===== config.mk =====
export PLATFORM = sky130hd
export DESIGN_NAME = flash_port
export DESIGN_NICKNAME = d
export VERILOG_FILES = /design/src/inc/flash_port_pkg.sv /design/src/rtl/flash_port.sv
export VERILOG_INCLUDE_DIRS = /design/src /design/src/inc
export SDC_FILE = /design/constraint.sdc
export NUM_CORES = 1
export LEC_CHECK = 0
export BUFFER_PORTS_ARGS = -buffer_cell sky130_fd_sc_hd__clkbuf_2
export CELL_PAD_IN_SITES_DETAIL_PLACEMENT = 1
export CELL_PAD_IN_SITES_GLOBAL_PLACEMENT = 2
export CORE_UTILIZATION = 42
export DETAILED_ROUTE_END_ITERATION = 10
export PLACE_DENSITY_LB_ADDON = 0.25
export SLEW_MARGIN = 20
export SYNTH_ARGS = -nofsm -noshare
export SYNTH_HDL_FRONTEND = slang
export SYNTH_SLANG_ARGS = --single-unit

===== constraint.sdc =====
create_clock -name clk_sys -period 11.8 [get_ports clk_sys]
set_clock_uncertainty 0.2 [all_clocks]
set_input_delay 0 -clock clk_sys [delete_from_list [all_inputs] [get_ports clk_sys]]
set_output_delay 0 -clock clk_sys [all_outputs]
set_load 0.01 [all_outputs]

===== src/inc/flash_port_map.svh =====
// Constants for the serial flash programming port
`ifndef FLASH_PORT_MAP_SVH
`define FLASH_PORT_MAP_SVH
`define CMD_PAGE_READ 8'h30
`define CMD_PAGE_WRITE 8'h50
`define CMD_LOCK_TOP 8'hAC
`define LOCK_SEL_UPPER_POS 1
`define LOCK_SEL_LOWER_POS 0
`define PAGE_LAST 8'hFF
`define CLK_PERIOD_NS 4
`define ERASE_MS 500
`define ERASE_CYC (`ERASE_MS * 1000000 / `CLK_PERIOD_NS)
`define WRITE_CLKS 64
`define WRITE_US 400
`define WRITE_CYC (`WRITE_CLKS + `WRITE_US * 1000 / `CLK_PERIOD_NS)
`endif


===== src/inc/flash_port_pkg.sv =====
// Types for the serial flash programming port
package flash_port_pkg;
  typedef enum logic [2:0] {
    ST_CMD = 3'b000,
    ST_ADDR = 3'b001,
    ST_DATA = 3'b010,
    ST_ARG = 3'b011,
    ST_BUSY = 3'b100
  } seq_state_t;
  typedef enum logic [1:0] {
    LOCK_NONE = 2'b00,
    LOCK_ONE = 2'b01,
    LOCK_TWO = 2'b10,
    LOCK_THREE = 2'b11
  } lock_mode_t;
endpackage


===== src/rtl/flash_port.sv =====
// Serial flash programming port: bit shifter, page sequencer and write timer
// Contract
// - Lock select bits pick none, level one, two or three protection.
// - Enable sequence accepted with reset held high, no pulse needed.
// - Page data covers byte positions 0 to 255 ascending.
// - After command and upper address, next 256 bytes are data.
// - After last page byte the next byte is decoded as command.
// - Chip erase finishes within 500 ms.
// - Byte write finishes within 64 clocks plus 400 us.
// - Command 0x30 reads a page, 0x50 writes a page.
`timescale 1ns/1ps
`include "flash_port_map.svh"
module flash_port
#(
  parameter int ERASE_CYCLES = `ERASE_CYC,
  parameter int WRITE_CYCLES = `WRITE_CYC
)
(
  // Clock and reset
  input wire logic clk_sys,
  input wire logic resetn,
  // Programming pins
  input wire logic prog_reset,
  input wire logic sck,
  input wire logic sdi,
  output logic sdo,
  // Memory side
  output logic [11:0] mem_addr,
  output logic [7:0] mem_wdata,
  output logic mem_we,
  input wire logic [7:0] mem_rdata,
  // Status
  output flash_port_pkg::lock_mode_t lock_mode,
  output logic busy
);
  import flash_port_pkg::*;

  // ----------------------------------------
  // Pin synchronisers
  // ----------------------------------------
  logic [1:0] sck_s_r, sdi_s_r, rst_s_r;
  logic sck_d_r;
  always_ff @(posedge clk_sys or negedge resetn)
  begin
    if (!resetn)
    begin
      sck_s_r <= 2'h0;
      sdi_s_r <= 2'h0;
      rst_s_r <= 2'h0;
      sck_d_r <= 1'b0;
    end
    else
    begin
      sck_s_r <= {sck_s_r[0], sck};
      sdi_s_r <= {sdi_s_r[0], sdi};
      rst_s_r <= {rst_s_r[0], prog_reset};
      sck_d_r <= sck_s_r[1];
    end
  end
  logic sck_rise, sck_fall, active;
  assign sck_rise = sck_s_r[1] & ~sck_d_r;
  assign sck_fall = ~sck_s_r[1] & sck_d_r;
  assign active = rst_s_r[1]; // Level only, no pulse needed

  // ----------------------------------------
  // Sequencer
  // ----------------------------------------
  seq_state_t state_r, state_nxt;
  logic [7:0] sh_r, sh_nxt, cmd_r, cmd_nxt, out_r, out_nxt, pos_r, pos_nxt;
  logic [2:0] bit_r, bit_nxt;
  logic [3:0] page_r, page_nxt;
  logic sdo_r, sdo_nxt, we_r, we_nxt;
  logic [7:0] wd_r, wd_nxt;
  logic [27:0] tmr_r, tmr_nxt;
  lock_mode_t lock_r, lock_nxt;
  logic [7:0] byte_in;
  logic byte_done;
  assign byte_in = {sh_r[6:0], sdi_s_r[1]}; // MSB first
  assign byte_done = active && sck_rise && (bit_r == 3'h7);

  always_comb
  begin
    state_nxt = state_r;
    sh_nxt = sh_r;
    cmd_nxt = cmd_r;
    out_nxt = out_r;
    pos_nxt = pos_r;
    bit_nxt = bit_r;
    page_nxt = page_r;
    sdo_nxt = sdo_r;
    we_nxt = 1'b0;
    wd_nxt = wd_r;
    tmr_nxt = tmr_r;
    lock_nxt = lock_r;
    if (!active)
    begin
      state_nxt = ST_CMD;
      bit_nxt = 3'h0;
      sdo_nxt = 1'b0;
    end
    else
    begin
      if (sck_rise)
      begin
        sh_nxt = byte_in; // Sample on rising edge
        bit_nxt = 3'(bit_r + 3'h1);
      end
      if (sck_fall)
      begin
        sdo_nxt = out_r[7]; // Update on falling edge
        out_nxt = {out_r[6:0], 1'b0};
      end
      if (sck_fall && bit_r == 3'h0 && state_r == ST_DATA && cmd_r == `CMD_PAGE_READ)
      begin
        sdo_nxt = mem_rdata[7];
        out_nxt = {mem_rdata[6:0], 1'b0};
      end
      // Countdown that holds at zero; a load in the decoder below takes over
      if (state_r != ST_BUSY && tmr_r != 28'h0)
        tmr_nxt = 28'(tmr_r - 28'h1);
      unique case (state_r)
        ST_CMD:
          if (byte_done)
          begin
            cmd_nxt = byte_in;
            state_nxt = ST_ADDR;
          end
        ST_ADDR:
          if (byte_done)
          begin
            page_nxt = byte_in[3:0];
            pos_nxt = 8'h00; // Page data starts at byte zero
            if (cmd_r == `CMD_PAGE_READ || cmd_r == `CMD_PAGE_WRITE)
              state_nxt = ST_DATA;
            else
              state_nxt = ST_ARG;
          end
        ST_DATA:
          if (byte_done)
          begin
            if (cmd_r == `CMD_PAGE_WRITE)
            begin
              we_nxt = 1'b1;
              wd_nxt = byte_in;
            end
            pos_nxt = 8'(pos_r + 8'h01); // Ascending positions
            if (pos_r == `PAGE_LAST)
              state_nxt = ST_CMD; // Back to decoding
          end
        ST_ARG:
          if (byte_done)
          begin
            if (cmd_r == `CMD_LOCK_TOP)
            begin
              lock_nxt = lock_mode_t'({byte_in[`LOCK_SEL_UPPER_POS], byte_in[`LOCK_SEL_LOWER_POS]});
              state_nxt = ST_CMD;
            end
            else
            begin
              tmr_nxt = 28'(ERASE_CYCLES);
              state_nxt = ST_BUSY;
            end
          end
        ST_BUSY:
          if (tmr_r == 28'h0)
            state_nxt = ST_CMD;
          else
            tmr_nxt = 28'(tmr_r - 28'h1);
        default:
          state_nxt = ST_CMD; // Unused state codes fall back to decoding
      endcase
      if (we_nxt)
        tmr_nxt = 28'(WRITE_CYCLES); // Byte write time
    end
  end

  always_ff @(posedge clk_sys or negedge resetn)
  begin
    if (!resetn)
    begin
      state_r <= ST_CMD;
      sh_r <= 8'h00;
      cmd_r <= 8'h00;
      out_r <= 8'h00;
      pos_r <= 8'h00;
      bit_r <= 3'h0;
      page_r <= 4'h0;
      sdo_r <= 1'b0;
      we_r <= 1'b0;
      wd_r <= 8'h00;
      tmr_r <= 28'h0;
      lock_r <= LOCK_NONE;
    end
    else
    begin
      state_r <= state_nxt;
      sh_r <= sh_nxt;
      cmd_r <= cmd_nxt;
      out_r <= out_nxt;
      pos_r <= pos_nxt;
      bit_r <= bit_nxt;
      page_r <= page_nxt;
      sdo_r <= sdo_nxt;
      we_r <= we_nxt;
      wd_r <= wd_nxt;
      tmr_r <= tmr_nxt;
      lock_r <= lock_nxt;
    end
  end

  // ----------------------------------------
  // Outputs
  // ----------------------------------------
  logic [11:0] addr_r, addr_nxt;
  logic busy_r, busy_nxt;
  // Address and busy flag computed ahead so both leave from flip-flops
  always_comb
  begin
    addr_nxt = we_nxt ? {page_r, pos_r} : {page_nxt, pos_nxt}; // Write lands at the old position
    busy_nxt = (tmr_nxt != 28'h0) || (state_nxt == ST_BUSY);
  end
  // Register address and busy flag
  always_ff @(posedge clk_sys or negedge resetn)
  begin
    if (!resetn)
    begin
      addr_r <= 12'h000;
      busy_r <= 1'b0;
    end
    else
    begin
      addr_r <= addr_nxt;
      busy_r <= busy_nxt;
    end
  end
  assign sdo = sdo_r;
  assign mem_we = we_r;
  assign mem_wdata = wd_r;
  assign mem_addr = addr_r;
  assign lock_mode = lock_r;
  assign busy = busy_r;

  // ----------------------------------------
  // Assertions
  // ----------------------------------------
  page_return_a: assert property (@(posedge clk_sys) disable iff (!resetn)
    (state_r == ST_DATA && byte_done && pos_r == `PAGE_LAST) |=> state_r == ST_CMD)
    else $error("page did not end after byte 255");
  page_enter_a: assert property (@(posedge clk_sys) disable iff (!resetn)
    (state_r == ST_ADDR && byte_done && (cmd_r == `CMD_PAGE_READ || cmd_r == `CMD_PAGE_WRITE))
    |=> (state_r == ST_DATA && pos_r == 8'h00))
    else $error("page data phase not entered at zero");
  pos_step_a: assert property (@(posedge clk_sys) disable iff (!resetn)
    (state_r == ST_DATA && byte_done && pos_r != `PAGE_LAST) |=> pos_r == $past(pos_r) + 8'h01)
    else $error("page position not ascending");
  lock_set_a: assert property (@(posedge clk_sys) disable iff (!resetn)
    (state_r == ST_ARG && byte_done && cmd_r == `CMD_LOCK_TOP)
    |=> lock_r == lock_mode_t'({$past(byte_in[1]), $past(byte_in[0])}))
    else $error("lock mode mismatch");
  write_time_a: assert property (@(posedge clk_sys) disable iff (!resetn)
    we_r |-> tmr_r == 28'(WRITE_CYCLES))
    else $error("write timer not loaded");
  sample_msb_a: assert property (@(posedge clk_sys) disable iff (!resetn)
    (active && sck_rise) |=> sh_r[0] == $past(sdi_s_r[1]))
    else $error("data in not shifted on rising edge");
  level_entry_a: assert property (@(posedge clk_sys) disable iff (!resetn)
    (!active) |=> (state_r == ST_CMD && bit_r == 3'h0))
    else $error("port not idle without reset level");
  erase_load_a: assert property (@(posedge clk_sys) disable iff (!resetn)
    (state_r == ST_ARG && byte_done && cmd_r != `CMD_LOCK_TOP) |=> tmr_r == 28'(ERASE_CYCLES))
    else $error("erase timer not loaded");
  page_write_c: cover property (@(posedge clk_sys) disable iff (!resetn)
    state_r == ST_DATA && cmd_r == `CMD_PAGE_WRITE && pos_r == `PAGE_LAST);
  page_read_c: cover property (@(posedge clk_sys) disable iff (!resetn)
    state_r == ST_DATA && cmd_r == `CMD_PAGE_READ && pos_r == `PAGE_LAST);
  lock_c: cover property (@(posedge clk_sys) disable iff (!resetn) lock_r == LOCK_THREE);
endmodule

==> results.json <==
{
  "drt_pass1_iterations": 4,
  "setup_violations": 0,
  "finalCritPeriodShare_pct": 40.4,
  "drt.antenna.violating_nets": 0,
  "antennaDiodeCount": 0,
  "clock_sinks": 100,
  "routed_via_density": 5.88,
  "wl_per_cell_um": 20.2,
  "wl_met1_mm": 7.31,
  "path_buf_inv": 1,
  "crit_path_max_incr_delay_ns": 0.61,
  "cp-end-kind": "register",
  "nFillCells": 1365,
  "cts_buffers": 9,
  "tightest_slew_ns": 0.858,
  "io_buffers": 37,
  "hold_path_class": "in2async",
  "cts_max_level": 3,
  "cp.arrival_ns": 4.80,
  "die_area_um2": 13000,
  "multiInputGateArea_um2": 2640,
  "fp.coreArea_um2": 12200,
  "drt_iter0_drc": 209,
  "cts_root_buf": "clkbuf_16",
  "regArea_um2": 2500,
  "synth_cell_types": 71,
  "ys_ff_latch": 100,
  "max_freq_ghz": 0.210,
  "cp_cell_sequence": "buf_4, and4b_1, nand4_2, nand2_1, a211oi_1, or4b_1, or4_1, or4_1, or4b_1",
  "maxCapViolations": 0,
  "post-synth-top-count-cell": "dfrtp_1",
  "synth_top_area_share_pct": 47.3,
  "synthArstFlopShare_pct": 100,
  "area_growth_pct": 15.0,
  "drv_slew": 0,
  "placed_cell_area_um2": 5650,
  "path_clk_slew_ns": 0.08,
  "start_util_pct": 43.5,
  "yosys_most_used_dff": "dfrtp_1",
  "status": "complete, no violations",
  "ir_drop_mv": 0.0798,
  "tns_ns": 0,
  "layout-drive-gt1-share_pct": 20.0,
  "clock_latency_ns": 0.36,
  "grt_start_max_net_pins": 54,
  "cp_top_family": "simple AND/OR/NAND/NOR gates",
  "cts-resized-gates": 0,
  "ios": 38,
  "postCtsSetupBuffers": 0,
  "powerDensity_nw_per_um2": 142,
  "synth_commonest_cells": "dfrtp_1, nand2_1, nor2_1, mux2_2, o21ai_0",
  "synth_top_cell_by_area": "dfrtp_1",
  "cp_max_fo": 35,
  "grt-ovfl-total": 0,
  "reg2reg_to": "busy",
  "seq_area_frac_synth_pct": 47.3,
  "routed_wl_mm": 15.1,
  "rsz0062_at_grt": "false",
  "syn_avg_cell_area_um2": 9.97,
  "worstSetupStartpointType": "register",
  "clockBufferDepth": 2,
  "hold_viol_final": 0,
  "r2r_start": "rst_s_r[1]",
  "worstSetupPathType": "reg2reg",
  "syn-cell-area_um2": 5290,
  "wl_met3_um": 811,
  "track_usage_pct": 25.1,
  "vias": 4401,
  "slew_headroom_pct": 42.8,
  "grt_pass1_wl_mm": 25.1,
  "row_count": 40,
  "gp_congestion": 0.861,
  "grt_pass1_vias": 4563,
  "die_height_um": 114,
  "synth_edf_count": 0,
  "die_w_um": 114,
  "drc": 0,
  "critical_path_required_ns": 11.83,
  "topRoutingLayerUsed": "met5",
  "yosysWarnings": 0,
  "dp_hpwl_mm": 10.8,
  "wl_met2_mm": 6.76,
  "fin_area_um2": 6080,
  "synthTopCellsByArea": "dfrtp_1, mux2_2, nand2_1",
  "cp_slowest_cell": "nand4_2",
  "nNetsFinal": 596,
  "tritoncts": "done",
  "r2r_cells": 9,
  "synth_nets": 550,
  "regToRegSetupSlack_ns": 7.03,
  "p_leak_nw": 2.73,
  "antenna_found_initial": 1,
  "period_needed_ns": 4.77,
  "postSynthCellCount": 530
}
metrics by stage:
stage	cells	power (mW)	hold WS (ns)	util (%)	worst slack (ns)
floorplan	530	0.499	-0.496	-	8.01
global placement	721	0.550	-0.145	46.4	7.16
detailed placement	721	0.554	-0.134	46.4	7.05
CTS	749	0.868	0.0295	50.0	7.03
global route	749	0.902	0.0669	50.0	6.76
finish	749	0.860	0.00813	50.0	7.03
logic make-up (layout without fill, tap and decap cells):
group	count (synthesis)	in the layout	share of synthesized area (%)
compound gates	106	106	14.2
mux	39	39	8.07
buf+inv	35	86	2.67
fa+ha+maj	7	7	1.66
xor+xnor	7	7	1.16
simple gates	236	236	24.9
flops	100	100	47.3
report_power, final:
| part | internal (mW) | switching (mW) |
|---|---|---|
| clock network | 0.153 | 0.155 |
| registers | 0.376 | 0.0478 |
| logic | 0.0547 | 0.0739 |
| total | 0.584 | 0.276 |
layer usage:
| layer | track usage (%) | up-vias |
|---|---|---|
| met5 | 0 | - |
| met4 | 7.45 | 2 |
| met3 | 5.40 | 21 |
| met2 | 38.0 | 118 |
| met1 | 36.2 | 2198 |
| li1 | - | 2062 |
how the worst max path moves through the flow:
| stage | cells past startpoint | startpoint | endpoint |
|---|---|---|---|
| floorplan | 10 | tmr_r[0] | busy |
| global placement | 9 | rst_s_r[1] | busy |
| detailed placement | 9 | rst_s_r[1] | busy |
| CTS | 9 | rst_s_r[1] | busy |
| global route | 9 | rst_s_r[1] | busy |
| finish | 9 | rst_s_r[1] | busy |
worst register-to-register path, cell delays in order (launching register included):
cell and delay [ns]:
dfrtp_1 0.33, buf_4 0.35, and4b_1 0.57, nand4_2 0.62, nand2_1 0.46, a211oi_1 0.16, or4b_1 0.57, or4_1 0.40
or4_1 0.48, or4b_1 0.52
repair_timing:
item / 4_1_cts / 5_1_grt
hold buffers: 12 / 0
hold endpoints to repair: 58 / 0
endpoints found under the setup margin: 0 / 0
flip-flops by register name, indices dropped and copies added (netlist names), 3 cells and up:
| name | count |
|---|---|
| tmr_r | 28 |
| mem_addr | 12 |
| cmd_r | 8 |
| mem_wdata | 8 |
| pos_r | 8 |
| out_r | 7 |
| sh_r | 7 |
| page_r | 4 |
| bit_r | 3 |
| state_r | 3 |
layout by cell type, fill, tap and decap left out, drive strengths merged, types with 4 or more instances in the layout:
cell type | Yosys | final
nand3b | 5 | 5
dlygate4sd3 | 0 | 12
and3 | 6 | 6
ha | 7 | 7
or2 | 5 | 5
o21ai | 28 | 28
clkbuf | 15 | 45
xnor2 | 5 | 5
or4b | 4 | 4
a31oi | 7 | 7
mux2i | 10 | 10
or4 | 9 | 9
nor2 | 45 | 45
nor3 | 15 | 15
buf | 6 | 8
inv | 14 | 19
nand4 | 9 | 9
mux2 | 29 | 29
nor4 | 11 | 11
or3 | 4 | 4
dfrtp | 100 | 100
nor2b | 4 | 4
nand3 | 25 | 25
o31ai | 13 | 13
nor3b | 4 | 4
a22o | 6 | 6
a21oi | 8 | 8
o211ai | 7 | 7
nand2 | 71 | 71
area by class of cell:
type	instances	share of cell area (%)
clock inverter	7	1.38
timing repair buffer	56	5.93
inverter	14	0.865
tap	168	3.46
sequential	100	41.2
multi-input combinational	395	43.5
clock buffer	9	3.71
(Power assumes the default switching activity.)
